## src/rtl/pmsc_pkg.sv

```systemverilog
// Package for the power monitor state control block: register map, field
// layouts, reset values, modes and timing constants.
// Assumes a single 250 MHz core clock and a 32-bit classic Wishbone host.
package pmsc_pkg;

  // ==========================================================
  // Timing
  localparam int CLK_PERIOD_NS = 4;
  localparam int T_RATE_1024_NS = 976_562;
  localparam int T_RATE_256_NS = 3_906_250;
  localparam int T_RATE_64_NS = 15_625_000;
  localparam int T_RATE_8_NS = 125_000_000;
  localparam int T_WARMUP_NS = 1_000_000;
  localparam int PERIOD_W = 26;

  // ==========================================================
  // Widths
  localparam int NUM_CH = 4;
  localparam int RAW_W = 17;
  localparam int RES_W = 16;
  localparam int PROD_W = 30;
  localparam int ACC_W = 56;
  localparam int CNT_W = 32;

  // ==========================================================
  // Register byte offsets
  localparam logic [7:0] ADDR_CTRL = 8'h00;
  localparam logic [7:0] ADDR_CMD = 8'h04;
  localparam logic [7:0] ADDR_STATUS = 8'h08;
  localparam logic [7:0] ADDR_SLOW = 8'h0c;
  localparam logic [7:0] ADDR_COUNT = 8'h10;
  localparam logic [7:0] ADDR_RES_BASE = 8'h40;
  localparam logic [7:0] ADDR_RES_END = 8'hbf;
  localparam logic [2:0] RES_BUS = 3'h0;
  localparam logic [2:0] RES_SENSE = 3'h1;
  localparam logic [2:0] RES_POWER = 3'h2;
  localparam logic [2:0] RES_ACC_LO = 3'h3;
  localparam logic [2:0] RES_ACC_HI = 3'h4;

  // Command and status bit positions
  localparam int CMD_SNAP_CLR_BIT = 0;
  localparam int CMD_SNAP_KEEP_BIT = 1;
  localparam int STAT_POR_BIT = 0;
  localparam int STAT_SLEEP_BIT = 1;
  localparam int STAT_SLOW_BIT = 2;
  localparam int STAT_BUSY_BIT = 3;

  // ==========================================================
  // Codes
  localparam logic [1:0] RATE_1024 = 2'h0;
  localparam logic [1:0] RATE_256 = 2'h1;
  localparam logic [1:0] RATE_64 = 2'h2;
  localparam logic [1:0] RATE_8 = 2'h3;
  localparam logic [1:0] MODE_CONT = 2'h0;
  localparam logic [1:0] MODE_SINGLE = 2'h1;
  localparam logic [1:0] MODE_SLEEP = 2'h2;
  localparam logic [3:0] ALL_CH = 4'hf;

  // ==========================================================
  // Types
  typedef struct packed {
    logic [18:0] rsvd;
    logic alert_level;
    logic smbus_to_en;
    logic sense_bidir;
    logic bus_bipolar;
    logic [3:0] chan_en;
    logic alert_sel;
    logic [1:0] mode;
    logic [1:0] rate;
  } pmsc_ctrl_t;

  typedef struct packed {
    logic [25:0] rsvd;
    logic level;
    logic fall_seen;
    logic rise_seen;
    logic fall_dis;
    logic rise_dis;
    logic keep_acc;
  } pmsc_slow_t;

  typedef struct packed {
    logic cyc;
    logic stb;
    logic we;
    logic [7:0] adr;
    logic [3:0] sel;
    logic [31:0] dat;
  } pmsc_wb_req_t;

  typedef struct packed {
    logic done;
    logic [RAW_W-1:0] bus_raw;
    logic [RAW_W-1:0] sense_raw;
  } pmsc_adc_res_t;

  localparam pmsc_ctrl_t CTRL_RESET = '{rsvd: 19'h0, alert_level: 1'b0, smbus_to_en: 1'b0,
    sense_bidir: 1'b0, bus_bipolar: 1'b0, chan_en: 4'hf, alert_sel: 1'b0, mode: 2'h0, rate: 2'h0};
  localparam pmsc_slow_t SLOW_RESET = '0;

endpackage

```

## src/rtl/pmsc_top.sv

```systemverilog
// State control of a four-channel power monitor: sampling sequencer, sleep,
// power-down, slow-rate pin and snapshots of the readable results.
// Assumes a converter that answers each start with one done pulse, and a
// classic Wishbone host on the core clock.
//
// Summary of operation
// - Auto sleep between cycles when rate below 1024 SPS or channels fewer than four.
// - Sleep keeps all digital state and stored data.
// - Sleep entered or left by writing sampling mode then a snapshot command.
// - No other cause puts the device to sleep.
// - SMBus timeout enable applies in both sleep and active states.
// - Power-down only by pin low; everything including bus inactive.
// - Power-down loses all state; resumes with defaults when pin returns high.
// - Power-on flag set on every reset; readable and clearable by host.
// - Slow pin high forces 8 SPS from the next round-robin cycle.
// - With pin as alert output it no longer controls rate.
// - Single-shot with slow pin asserted starts sampling about 1 ms later.
// - Slow pin does not start sampling while in sleep.
// - Each slow pin change may run a limited clearing or non-clearing snapshot.
// - Limited snapshot applies no pending control changes.
// - Results stable within 1 ms of a triggering pin edge.
// - Slow config selects snapshot kind, per-edge disables, reports level and edges.
// - Bus voltage per channel stored 16-bit; 14 MSBs times sense accumulated.
// - Bus voltage unipolar by default, two's complement in bipolar mode.
// - Sense voltage 16-bit, unsigned by default, two's complement if bidirectional.
// - Clearing snapshot latches results and resets accumulators; non-clearing keeps them.
`timescale 1ns/1ns
`default_nettype none
module pmsc_top #(
  parameter int unsigned CYC_1024 = pmsc_pkg::T_RATE_1024_NS / pmsc_pkg::CLK_PERIOD_NS,
  parameter int unsigned CYC_256 = pmsc_pkg::T_RATE_256_NS / pmsc_pkg::CLK_PERIOD_NS,
  parameter int unsigned CYC_64 = pmsc_pkg::T_RATE_64_NS / pmsc_pkg::CLK_PERIOD_NS,
  parameter int unsigned CYC_8 = pmsc_pkg::T_RATE_8_NS / pmsc_pkg::CLK_PERIOD_NS,
  parameter int unsigned CYC_WARMUP = pmsc_pkg::T_WARMUP_NS / pmsc_pkg::CLK_PERIOD_NS
) (
  // Clock and reset
  input wire logic clk,
  input wire logic rst,
  // Wishbone slave
  input wire pmsc_pkg::pmsc_wb_req_t wb_req,
  output logic wb_ack,
  output logic [31:0] wb_dat_o,
  // Pins
  input wire logic power_down_pin,
  input wire logic slow_pin_in,
  output logic first_alert_output,
  output logic first_alert_oe,
  // Converter
  output logic adc_start,
  output logic [1:0] adc_chan,
  input wire pmsc_pkg::pmsc_adc_res_t adc_res,
  // State
  output logic analog_sleep,
  output logic smbus_timeout_en,
  output logic powered_down
);
  import pmsc_pkg::*;

  typedef enum logic [1:0] {ST_IDLE, ST_WARMUP, ST_START, ST_CONVERT} pmsc_state_t;

  // ==========================================================
  // Pins and core reset
  logic pd_level, slow_level, slow_prev, core_rst;

  pmsc_sync #(.RESET_VAL(1'b0)) u_pd_sync (.clk(clk), .rst(rst), .pin(power_down_pin), .level(pd_level));
  pmsc_sync #(.RESET_VAL(1'b0)) u_slow_sync (.clk(clk), .rst(rst), .pin(slow_pin_in), .level(slow_level));

  // Power-down wipes the whole core, bus slave included
  assign core_rst = rst | ~pd_level;

  // ==========================================================
  // State
  pmsc_ctrl_t ctrl_pend, ctrl_act;
  pmsc_slow_t slow_cfg;
  logic apply_pending, por_flag;
  pmsc_state_t state;
  logic [1:0] ch, rate_cur;
  logic [PERIOD_W-1:0] period_cnt, warm_cnt;
  logic [RES_W-1:0] live_bus [NUM_CH], live_sense [NUM_CH], rd_bus [NUM_CH], rd_sense [NUM_CH];
  logic [PROD_W-1:0] live_power [NUM_CH], rd_power [NUM_CH];
  logic [ACC_W-1:0] acc [NUM_CH], rd_acc [NUM_CH];
  logic [CNT_W-1:0] acc_count, rd_count;

  // ==========================================================
  // Bus decode
  logic req, wr_en, wr_ctrl, wr_cmd, wr_status, wr_slow;
  logic [7:0] res_off;
  logic [31:0] read_word;

  assign req = wb_req.cyc & wb_req.stb;
  // A write lands on the edge where the master sees ack
  assign wr_en = req & wb_req.we & wb_ack;
  assign res_off = wb_req.adr - ADDR_RES_BASE;
  assign wr_ctrl = wr_en && wb_req.adr == ADDR_CTRL;
  assign wr_cmd = wr_en && wb_req.adr == ADDR_CMD && wb_req.sel[0];
  assign wr_status = wr_en && wb_req.adr == ADDR_STATUS && wb_req.sel[0];
  assign wr_slow = wr_en && wb_req.adr == ADDR_SLOW && wb_req.sel[0];

  function automatic logic [31:0] merge(input logic [31:0] old, input logic [31:0] nw, input logic [3:0] sel);
    logic [31:0] r;
    r = old;
    for (int i = 0; i < 4; i++) begin
      if (sel[i]) begin
        r[i*8 +: 8] = nw[i*8 +: 8];
      end
    end
    return r;
  endfunction

  always_comb begin
    read_word = 32'h0;
    if (wb_req.adr == ADDR_CTRL) begin
      read_word = ctrl_pend;
    end else if (wb_req.adr == ADDR_STATUS) begin
      read_word[STAT_POR_BIT] = por_flag;
      read_word[STAT_SLEEP_BIT] = analog_sleep;
      read_word[STAT_SLOW_BIT] = slow_level;
      read_word[STAT_BUSY_BIT] = state != ST_IDLE;
    end else if (wb_req.adr == ADDR_SLOW) begin
      read_word = slow_cfg;
    end else if (wb_req.adr == ADDR_COUNT) begin
      read_word = rd_count;
    end else if (wb_req.adr >= ADDR_RES_BASE && wb_req.adr <= ADDR_RES_END) begin
      case (res_off[4:2])
        RES_BUS: read_word = {16'h0, rd_bus[res_off[6:5]]};
        RES_SENSE: read_word = {16'h0, rd_sense[res_off[6:5]]};
        RES_POWER: read_word = {2'h0, rd_power[res_off[6:5]]};
        RES_ACC_LO: read_word = rd_acc[res_off[6:5]][31:0];
        RES_ACC_HI: read_word = {8'h0, rd_acc[res_off[6:5]][ACC_W-1:32]};
        default: read_word = 32'h0;
      endcase
    end
  end

  // Answers one cycle after the request; unmapped reads return zero
  always_ff @(posedge clk) begin
    if (core_rst) begin
      wb_ack <= 1'b0;
      wb_dat_o <= 32'h0;
    end else begin
      wb_ack <= req & ~wb_ack;
      if (req & ~wb_ack & ~wb_req.we) begin
        wb_dat_o <= read_word;
      end
    end
  end

  // ==========================================================
  // Control registers and snapshot requests
  logic slow_rise, slow_fall, pin_snap, cmd_snap, snap_go, snap_clear, idle_apply;

  assign slow_rise = slow_level & ~slow_prev & ~ctrl_act.alert_sel;
  assign slow_fall = ~slow_level & slow_prev & ~ctrl_act.alert_sel;
  assign pin_snap = (slow_rise & ~slow_cfg.rise_dis) | (slow_fall & ~slow_cfg.fall_dis);
  assign cmd_snap = wr_cmd & (wb_req.dat[CMD_SNAP_CLR_BIT] | wb_req.dat[CMD_SNAP_KEEP_BIT]);
  assign snap_go = pin_snap | cmd_snap;
  // A command and a pin edge in one cycle make one snapshot; the command picks its kind
  assign snap_clear = cmd_snap ? wb_req.dat[CMD_SNAP_CLR_BIT] : ~slow_cfg.keep_acc;
  // Pending control moves in only between round-robin cycles
  assign idle_apply = apply_pending && state == ST_IDLE;

  always_ff @(posedge clk) begin
    if (core_rst) begin
      ctrl_pend <= CTRL_RESET;
      ctrl_act <= CTRL_RESET;
      apply_pending <= 1'b0;
    end else begin
      if (wr_ctrl) begin
        ctrl_pend <= merge(ctrl_pend, wb_req.dat, wb_req.sel);
      end
      // Only a commanded snapshot arms the apply; pin snapshots never do
      if (cmd_snap) begin
        apply_pending <= 1'b1;
      end else if (idle_apply) begin
        apply_pending <= 1'b0;
      end
      if (idle_apply) begin
        ctrl_act <= ctrl_pend;
      end
    end
  end

  always_ff @(posedge clk) begin
    if (core_rst) begin
      por_flag <= 1'b1;
    end else if (wr_status & wb_req.dat[STAT_POR_BIT]) begin
      por_flag <= 1'b0;
    end
  end

  // Edge flags: a new edge beats a clear in the same cycle
  always_ff @(posedge clk) begin
    if (core_rst) begin
      slow_cfg <= SLOW_RESET;
      // Follow the pin through power-down so a high pin makes no false edge on its release; after rst the synchroniser restarts from 0
      slow_prev <= slow_level;
    end else begin
      slow_prev <= slow_level;
      slow_cfg.level <= slow_level;
      if (wr_slow) begin
        slow_cfg.keep_acc <= wb_req.dat[0];
        slow_cfg.rise_dis <= wb_req.dat[1];
        slow_cfg.fall_dis <= wb_req.dat[2];
      end
      slow_cfg.rise_seen <= slow_rise | (slow_cfg.rise_seen & ~(wr_slow & wb_req.dat[3]));
      slow_cfg.fall_seen <= slow_fall | (slow_cfg.fall_seen & ~(wr_slow & wb_req.dat[4]));
    end
  end

  // ==========================================================
  // Result formatting and product
  function automatic logic [RES_W-1:0] fmt(input logic [RAW_W-1:0] raw, input logic signed_mode);
    if (signed_mode) begin
      return raw[RAW_W-1:1];
    end else if (raw[RAW_W-1]) begin
      return '0;
    end
    return raw[RES_W-1:0];
  endfunction

  logic [RES_W-1:0] new_bus, new_sense;
  logic signed [14:0] mul_a;
  logic signed [16:0] mul_b;
  logic signed [31:0] mul_p;
  logic [PROD_W-1:0] new_power;
  logic [ACC_W-1:0] acc_add;
  logic prod_signed;

  assign new_bus = fmt(adc_res.bus_raw, ctrl_act.bus_bipolar);
  assign new_sense = fmt(adc_res.sense_raw, ctrl_act.sense_bidir);
  assign mul_a = {ctrl_act.bus_bipolar & new_bus[RES_W-1], new_bus[RES_W-1:2]};
  assign mul_b = {ctrl_act.sense_bidir & new_sense[RES_W-1], new_sense};
  assign mul_p = mul_a * mul_b;
  assign new_power = mul_p[PROD_W-1:0];
  assign prod_signed = ctrl_act.bus_bipolar | ctrl_act.sense_bidir;
  assign acc_add = {{(ACC_W-PROD_W){prod_signed & new_power[PROD_W-1]}}, new_power};

  // ==========================================================
  // Round-robin sequencer
  logic auto_sleep;
  logic [1:0] rate_eff;

  assign auto_sleep = rate_cur != RATE_1024 || ctrl_act.chan_en != ALL_CH;
  assign rate_eff = (slow_level & ~ctrl_act.alert_sel) ? RATE_8 : ctrl_act.rate;

  function automatic logic [PERIOD_W-1:0] period_of(input logic [1:0] rate);
    case (rate)
      RATE_1024: return PERIOD_W'(CYC_1024);
      RATE_256: return PERIOD_W'(CYC_256);
      RATE_64: return PERIOD_W'(CYC_64);
      default: return PERIOD_W'(CYC_8);
    endcase
  endfunction

  logic conv_done;
  assign conv_done = state == ST_CONVERT && adc_res.done;

  always_ff @(posedge clk) begin
    if (core_rst) begin
      state <= ST_IDLE;
      ch <= 2'h0;
      rate_cur <= RATE_1024;
      period_cnt <= '0;
      warm_cnt <= '0;
      adc_start <= 1'b0;
      adc_chan <= 2'h0;
    end else begin
      adc_start <= 1'b0;
      if (period_cnt != '0) begin
        period_cnt <= period_cnt - 1'b1;
      end
      case (state)
        ST_IDLE: begin
          if (ctrl_act.mode == MODE_CONT && period_cnt == '0 && !idle_apply) begin
            // Slow pin sets the rate only here, so a running cycle finishes first
            rate_cur <= rate_eff;
            period_cnt <= period_of(rate_eff);
            ch <= 2'h0;
            state <= ST_START;
          end else if (ctrl_act.mode == MODE_SINGLE && slow_rise) begin
            warm_cnt <= '0;
            state <= ST_WARMUP;
          end
        end
        ST_WARMUP: begin
          warm_cnt <= warm_cnt + 1'b1;
          if (warm_cnt == PERIOD_W'(CYC_WARMUP - 1)) begin
            ch <= 2'h0;
            state <= ST_START;
          end
        end
        ST_START: begin
          if (ctrl_act.chan_en[ch]) begin
            adc_start <= 1'b1;
            adc_chan <= ch;
            state <= ST_CONVERT;
          end else if (ch == 2'h3) begin
            state <= ST_IDLE;
          end else begin
            ch <= ch + 1'b1;
          end
        end
        ST_CONVERT: begin
          if (adc_res.done) begin
            if (ch == 2'h3) begin
              state <= ST_IDLE;
            end else begin
              ch <= ch + 1'b1;
              state <= ST_START;
            end
          end
        end
        default: state <= ST_IDLE;
      endcase
    end
  end

  // Sleep only between cycles or by commanded mode; stored data is untouched
  always_ff @(posedge clk) begin
    if (core_rst) begin
      analog_sleep <= 1'b0;
    end else begin
      analog_sleep <= state == ST_IDLE && (ctrl_act.mode != MODE_CONT || auto_sleep);
    end
  end

  // ==========================================================
  // Live results, accumulators and snapshots
  always_ff @(posedge clk) begin
    if (core_rst) begin
      for (int i = 0; i < NUM_CH; i++) begin
        live_bus[i] <= '0;
        live_sense[i] <= '0;
        live_power[i] <= '0;
        acc[i] <= '0;
        rd_bus[i] <= '0;
        rd_sense[i] <= '0;
        rd_power[i] <= '0;
        rd_acc[i] <= '0;
      end
      acc_count <= '0;
      rd_count <= '0;
    end else begin
      if (conv_done) begin
        live_bus[ch] <= new_bus;
        live_sense[ch] <= new_sense;
        live_power[ch] <= new_power;
      end
      for (int i = 0; i < NUM_CH; i++) begin
        if (snap_go && snap_clear) begin
          acc[i] <= '0;
        end else if (conv_done && ch == 2'(i)) begin
          acc[i] <= acc[i] + acc_add;
        end
        if (snap_go) begin
          rd_bus[i] <= live_bus[i];
          rd_sense[i] <= live_sense[i];
          rd_power[i] <= live_power[i];
          rd_acc[i] <= acc[i];
        end
      end
      if (snap_go && snap_clear) begin
        acc_count <= '0;
      end else if (conv_done && ch == 2'h3) begin
        acc_count <= acc_count + 1'b1;
      end
      if (snap_go) begin
        rd_count <= acc_count;
      end
    end
  end

  // ==========================================================
  // Pin and status outputs
  always_ff @(posedge clk) begin
    if (core_rst) begin
      first_alert_output <= 1'b0;
      first_alert_oe <= 1'b0;
      smbus_timeout_en <= 1'b0;
      powered_down <= 1'b1;
    end else begin
      // Open-drain: drives low only while the pin is an alert and asserted
      first_alert_output <= 1'b0;
      first_alert_oe <= ctrl_act.alert_sel & ctrl_act.alert_level;
      smbus_timeout_en <= ctrl_act.smbus_to_en;
      powered_down <= 1'b0;
    end
  end

  // ==========================================================
  // Checks
  a_sleep_cause: assert property (@(posedge clk) disable iff (core_rst)
    analog_sleep |-> $past(state) == ST_IDLE && ($past(ctrl_act.mode) != MODE_CONT || $past(auto_sleep)))
    else $error("sleep without cause");
  a_pd_no_ack: assert property (@(posedge clk) disable iff (rst)
    !pd_level |=> !wb_ack)
    else $error("bus answered in power-down");
  a_pd_defaults: assert property (@(posedge clk) disable iff (rst)
    !pd_level ##1 pd_level |-> ctrl_act == CTRL_RESET && ctrl_pend == CTRL_RESET && rd_count == '0)
    else $error("state kept across power-down");
  a_por_set: assert property (@(posedge clk)
    $fell(core_rst) |-> por_flag)
    else $error("power-on flag not set");
  a_alert_rate: assert property (@(posedge clk) disable iff (core_rst)
    (state == ST_IDLE && ctrl_act.mode == MODE_CONT && period_cnt == '0 && !idle_apply
     && ctrl_act.alert_sel) |=> rate_cur == $past(ctrl_act.rate))
    else $error("alert pin still set the rate");
  a_rate_forced: assert property (@(posedge clk) disable iff (core_rst)
    (state == ST_IDLE && ctrl_act.mode == MODE_CONT && period_cnt == '0 && !idle_apply
     && slow_level && !ctrl_act.alert_sel) |=> rate_cur == RATE_8 && state == ST_START)
    else $error("slow pin did not force 8 SPS");
  a_limited_keep: assert property (@(posedge clk) disable iff (core_rst)
    (pin_snap && !wr_cmd && !apply_pending) |=> ctrl_act == $past(ctrl_act) && !apply_pending)
    else $error("pin snapshot applied control");
  a_snap_latch: assert property (@(posedge clk) disable iff (core_rst)
    snap_go |=> rd_bus[0] == $past(live_bus[0]) && rd_count == $past(acc_count))
    else $error("snapshot did not latch");
  a_clear_snap: assert property (@(posedge clk) disable iff (core_rst)
    (snap_go && snap_clear) |=> acc_count == '0 && acc[3] == '0)
    else $error("clearing snapshot kept accumulators");
  a_warmup_hold: assert property (@(posedge clk) disable iff (core_rst)
    (state == ST_WARMUP && warm_cnt != PERIOD_W'(CYC_WARMUP - 1)) |=> state == ST_WARMUP && !adc_start)
    else $error("single-shot started early");
  a_sleep_mode_idle: assert property (@(posedge clk) disable iff (core_rst)
    (state == ST_IDLE && ctrl_act.mode == MODE_SLEEP) |=> state == ST_IDLE)
    else $error("sampling started in sleep");
endmodule
`default_nettype wire

```

## src/rtl/pmsc_sync.sv

```systemverilog
// Two flip-flop synchroniser for one pin level.
// Assumes the input is asynchronous to clk; only the second stage is read.
`timescale 1ns/1ns
`default_nettype none
module pmsc_sync #(
  parameter logic RESET_VAL = 1'b0
) (
  // Clock and reset
  input wire logic clk,
  input wire logic rst,
  // Level
  input wire logic pin,
  output logic level
);
  logic stage1;

  always_ff @(posedge clk) begin
    if (rst) begin
      stage1 <= RESET_VAL;
      level <= RESET_VAL;
    end else begin
      stage1 <= pin;
      level <= stage1;
    end
  end
endmodule
`default_nettype wire

```

## config.mk

```make
export PLATFORM = sky130hd
export DESIGN_NAME = pmsc_top
export DESIGN_NICKNAME = d
export VERILOG_FILES = /design/src/rtl/pmsc_pkg.sv /design/src/rtl/pmsc_top.sv /design/src/rtl/pmsc_sync.sv
export SDC_FILE = /design/constraint.sdc
export NUM_CORES = 2
export LEC_CHECK = 0
export BUFFER_PORTS_ARGS = -buffer_cell sky130_fd_sc_hd__buf_4
export CAP_MARGIN = 10
export CORE_MARGIN = 5
export CORE_UTILIZATION = 40
export DETAILED_ROUTE_END_ITERATION = 16
export GPL_TIMING_DRIVEN = 0
export HOLD_SLACK_MARGIN = 0.02
export SLEW_MARGIN = 15
export SYNTH_ARGS = -nofsm -noshare
export SYNTH_HDL_FRONTEND = slang
export SYNTH_SLANG_ARGS = --single-unit
```

## constraint.sdc

```tcl
create_clock -name clk -period 15.4 [get_ports clk]
set_input_delay 1.54 -clock clk [delete_from_list [all_inputs] [get_ports clk]]
set_output_delay 1.54 -clock clk [all_outputs]
set_load 0.05 [all_outputs]
```

== Yosys cells after proc, flatten, opt, wreduce, memory -nomap -nowiden ==
Memories as Yosys holds them, arrays and structs flattened.
Cells that the tools add are included.
Word-level totals
  register bits after elaboration: 220
  bits in writable memories: 944
  input port bits: 86
  output and inout port bits: 41
  logic and storage cells: 315
  memories kept: 8
Memories
  acc: words 4, bits a word 56, rd ports 4, clocked after Yosys merged registers in 0, wr ports 4, RTL line pmsc_top.sv:81  | logic [ACC_W-1:0] acc [NUM_CH], rd_acc [NUM_CH];
  rd_acc: words 4, bits a word 56, rd ports 1, clocked after Yosys merged registers in 0, wr ports 4, RTL line pmsc_top.sv:81
  live_power: words 4, bits a word 30, rd ports 4, clocked after Yosys merged registers in 0, wr ports 4, RTL line pmsc_top.sv:80  | logic [PROD_W-1:0] live_power [NUM_CH], rd_power [NUM_CH];
  rd_power: words 4, bits a word 30, rd ports 1, clocked after Yosys merged registers in 0, wr ports 4, RTL line pmsc_top.sv:80
  live_bus: words 4, bits a word 16, rd ports 4, clocked after Yosys merged registers in 0, wr ports 4, RTL line pmsc_top.sv:79  | logic [RES_W-1:0] live_bus [NUM_CH], live_sense [NUM_CH], rd_bus [NUM_CH], rd_sense [NUM_CH];
  live_sense: words 4, bits a word 16, rd ports 4, clocked after Yosys merged registers in 0, wr ports 4, RTL line pmsc_top.sv:79
  2 more memories
Cells by class
  add/sub/neg operators: 9
  multipliers: 1
  order comparisons: 3
  equality and inequality tests: 27
  mux-type cells: 105
  bitwise gates (word level): 65
  reduce and logical (&&, ||, !) cells: 49
Operators by type and width (number)
  56-bit 2-to-1 mux: 12
  16-bit 2-to-1 mux: 16
  56-bit adder: 4
  32-bit one-hot mux with 5 select lines: 1
  30-bit 2-to-1 mux: 5
  26-bit 2-to-1 mux: 5
  32-bit 2-to-1 mux: 4
  25-bit one-hot mux with 3 select lines: 1
  26-bit one-hot mux with 2 select lines: 1
  1-bit 2-to-1 mux: 39
  32-bit by 1-bit adder with 32-bit output, second input constant: 1
  2-bit 2-to-1 mux: 16
  16-bit OR reduction: 2
  1-bit bitwise OR: 31
  15-bit by 17-bit multiplier with 30-bit output: 1
  30-bit OR reduction: 1
  28-bit 2-to-1 mux: 1
  26-bit by 1-bit adder with 26-bit output, second input constant: 1
  26-bit by 18-bit equality test with 1-bit output, second input constant: 1
  26-bit logical NOT: 1
  26-bit nonzero test: 1
  26-bit by 1-bit subtractor with 26-bit output, second input constant: 1
  1-bit bitwise AND: 22
  1-bit logical AND: 19
  30 further kinds: 72

== Longest topological paths before layout ==
  depth after elaboration: 13
  mapped depth: 45
  depth with buffers taken out: 41

== By module ==
Synthesis repeated with hierarchy kept, for this count alone.
Unflattened totals
  cells, all modules: 6340
  area total of the unflattened synthesis: 67977.7 µm²
By module, submodules not included
  pmsc_top: instances 1, cells each 6332, area an instance 67872.6 µm², seq. area each 32671.3 µm²
  pmsc_sync: instances 2, cells each 4, area an instance 52.6 µm², seq. area each 40.0 µm²

== Least setup slack after synthesis ==
OpenSTA, ideal clock, no wires.
  kind: input -> register
  start: input wb_req[42] (netlist bit)
  end: memory rd_acc[0][0], enable pin
  library setup time: 0.817 ns
  data arrival time: 13.389 ns
  required time: 14.583 ns
  path slack: 1.194 ns
  stages: 13
  buffers on the path: 6
  cell sequence: clkbuf_1 > buf_1 > clkbuf_1 > clkbuf_1 > inv_1 > ha_1 > nor4b_1 > nand2b_1 > or4_1 > and3_1 > clkbuf_1 > clkbuf_1 > inv_1
RTL lines
  start, declared: RTL line pmsc_top.sv:40  | input wire pmsc_pkg::pmsc_wb_req_t wb_req,
  end, declared: RTL line pmsc_top.sv:81

==> metrics.md <==
| Metric | Value |
|---|---|
| Syn_area_per_cell | `roughly 11 µm²` |
| Routed vias/inst | `5.65` |
| Syn_nets | `around 6700` |
| Area of the multi-input gates | `about 32000 µm²` |
| Tmin final | `around 14 ns` |
| CP arrival | `approximately 14 ns` |
| Total Power | `approximately 8.5 mW` |
| Status | `completed` |
| Most frequent cells in the layout | `edfxtp_1 (944), nor2_1 (837), and2_1 (503), nand2_1 (447), inv_1 (367)` |
| Setup repair bufs after CTS | `0` |
| Rel. slew slack | `approximately 17%` |
| Crit path capture type | `flip-flop` |
| Final Util | `approximately 45%` |
| Design Area, Final | `roughly 76000 µm²` |
| Post-CTS sizing | `0` |
| HPWL Detailed | `between 150000 and 200000 µm` |
| Clk_skew | `0.0310 ns` |
| Vias in the first global route | `between 40000 and 50000` |
| Synth unique cells | `97` |
| Reg2Reg Depth | `42` |
| Mapped Cells | `around 6200` |
| Initial cell density of the core | `between 40% and 50%` |
| CTS tree | `built` |
| Area Overhead vs Synth | `12.6%` |
| Unrepaired setup endpoints after global routing | `false` |
| Largest net degree at the start of global routing | `about 110` |
| Post-synthesis sequential area ratio | `around half` |
| IO Count | `127` |
| First-pass GRT wire length | `approximately 320000 µm` |
| MaxCap Viol Count | `0` |
| Leading cell type in the layout, fill and taps excluded | `edfxtp_1` |
| Final Cycle Share | `around nine tenths` |
| Post-synth EDFFs | `between 900 and 1000` |
| H-tree Lvls | `4` |
| Initial antenna violation count | `8` |
| Core ar. | `167000 µm²` |
| Ys flop type | `edfxtp_1` |
| Critical path's slowest cell | `xor2_1` |
| Area after DPL | `between 70000 and 80000 µm²` |
| Clock Pin Slew Worst Setup and Hold Paths | `0.06 ns` |
| Routability cong. | `between 0.9 and 1` |
| # setup viols final | `0` |
| Crit-path max cell delay | `between 0.9 and 1 ns` |
| Die Y-Extent | `roughly 420 µm` |
| Hold path cells | `2` |
| Peak Freq | `approximately 0.073 GHz` |
| Hold Crit Class | `reg2reg` |
| Root Driver | `clkbuf_16` |
| # rows | `150` |
| Placed cells | `between 8000 and 9000` |
| Avg WL per Cell | `about 25 µm` |
| Clock buffer depth | `3` |
| Final Net Count | `7000` |
| Worst Path Required | `between 15 and 20 ns` |
| CTS sink cnt | `between 1000 and 1500` |
| Total GRT Usage | `between 20 and 25%` |
| Slew @ Worst Pin | `~1.2 ns` |
| Mapped cell area | `approximately 67000 µm²` |
| Async set-reset flop share out of synthesis | `0%` |
| Antenna violation net count after detailed routing | `0` |
| DRT iter0 DRCs | `between 5000 and 6000` |
| Filler Cells Inserted | `approximately 15000` |
| Power Dens Cells | `about 110 nW/µm²` |
| Final Non-Filler Cells | `8762` |
| Die width | `between 400 and 500 µm` |
| Grt ovf | `0` |
| CP Max Fanout | `10` |
| Worst setup path class | `reg2reg` |
| Startpoint Class | `flip-flop` |
| Yosys warns | `0` |
| Via count of the routed design | `roughly 49000` |
| Hold_ws | `between 0.4 and 0.5 ns` |
| CTS Hold Bufs | `0` |
| First-pass DRT Iterations | `8` |
| Synth Register Bits | `between 1000 and 1500` |
| Endpoints failing hold | `0` |
| Input/output buffers | `120` |
| Leakage power | `just over 30 nW` |
| R2r setup slk | `1.63 ns` |
| FF+latch area | `32800 µm²` |
| Area of the die | `176000 µm²` |
| Fraction of layout instances using a drive strength above 1 | `under 10%` |
| DRC | `0` |
| Worst-skew pair later-pin latency | `about 0.77 ns` |
| Worst vdd ir | `about 120 µV` |
| Max Slew Vio Count | `0` |
| Number of CTS-inserted buffers | `around 130` |
| Routed WL | `~220000 µm` |
## state kept, by name (all words and copies together) (netlist names), 2 cells and up
signal      count
live_power    120
rd_acc        224
warm_cnt       26
acc           224
ctrl_act       13
state           2
live_sense     64
period_cnt     26
rd_power      120
rd_bus         64
wb_dat_o       32
slow_cfg        6
acc_count      32
rd_sense       64
rate_cur        2
live_bus       64
rd_count       32
adc_chan        2
ctrl_pend      32
ch              2
## power breakdown
group | internal, mW | total (mW) | switching [mW]
combinational | 0.607 | 1.77 | 1.17
clock | 1.87 | 3.20 | 1.33
sequential | 3.44 | 3.48 | 0.0370
## cell families after synthesis
family	count (synthesis)	synth area share (%)
muxes	212	5.38
adders and majority gates	454	11.1
other	1	0.00558
xor gates and xnor gates	318	4.17
buffers and inverters	709	4.09
AOI/OAI and AO/OA	912	8.93
DFF	1164	48.8
and+or+nand+nor	2421	17.5
## stage by stage
stage / setup TNS [ns] / setup slack [ns]
after global routing: 0 / 1.09
after floorplan: 0 / 1.19
after CTS: 0 / 1.91
final: 0 / 1.63
after detailed placement: 0 / 1.55
after global placement: -3016.97 / -6.48
## cell type report
type                            count  share of cell area, %
Multi-Input combinational cell   4318                   42.0
Inverter                          369                   1.84
Timing Repair Buffer              135                   1.70
Buffer                            340                   1.80
Clock buffer                      166                   4.75
Clock inverter                     64                  0.960
Antenna cell                        2                0.00662
Sequential cell                  1164                   43.3
Tap cell                         2204                   3.65
## layer usage
layer | track usage (%) | part of all wire [%] | vias up
met5 | 0 | 0 | -
met4 | 9.86 | 4.6 | 0
met3 | 5.05 | 8.4 | 450
met2 | 38.9 | 46 | 2133
met1 | 32.2 | 41 | 24600
li1 | - | - | 22300
## critical path, delay by kind of cell, from the launching register on
kind | cells | cell delay (ns)
buffers and inverters | 8 | 2.38
AO/OA/AOI/OAI | 17 | 3.96
adder cells (fa/ha/maj) | 8 | 3.81
flip-flops | 1 | 0.57
XOR/XNOR | 2 | 1.08
multiplexers | 1 | 0.35
AND/OR/NAND/NOR | 6 | 1.31
## synthesized netlist by cell type, drive strengths merged, types with 26 or more instances
master,instances,area [µm²]
and3,75,469
nor2,839,3150
fa,240,4800
o21ai,199,1000
nor2b,26,163
nand2b,57,357
buf,57,297
dfxtp,220,4400
xor2,149,1310
edfxtp,944,28300
a21o,77,578
a22oi,48,360
nand4,56,350
or3,39,244
inv,368,1380
mux4,119,2680
clkbuf,283,1060
mux2i,89,891
o21a,44,330
nand2,453,1710
a22o,43,377
ha,214,2680
nor3,98,495
nand3,146,731
and2,504,3150
xnor2,168,1470
nor4,51,353
a211oi,61,458
a21oi,230,1160
## path summary, 6_finish.rpt
kind | startpoint | endpoint
max | ctrl_act[9] | acc[3][50]
min | ctrl_act[11] | ctrl_act[11]
max reg2reg | ctrl_act[9] | acc[3][50]
min reg2reg | ctrl_act[11] | ctrl_act[11]
(Power assumes the default switching activity.)
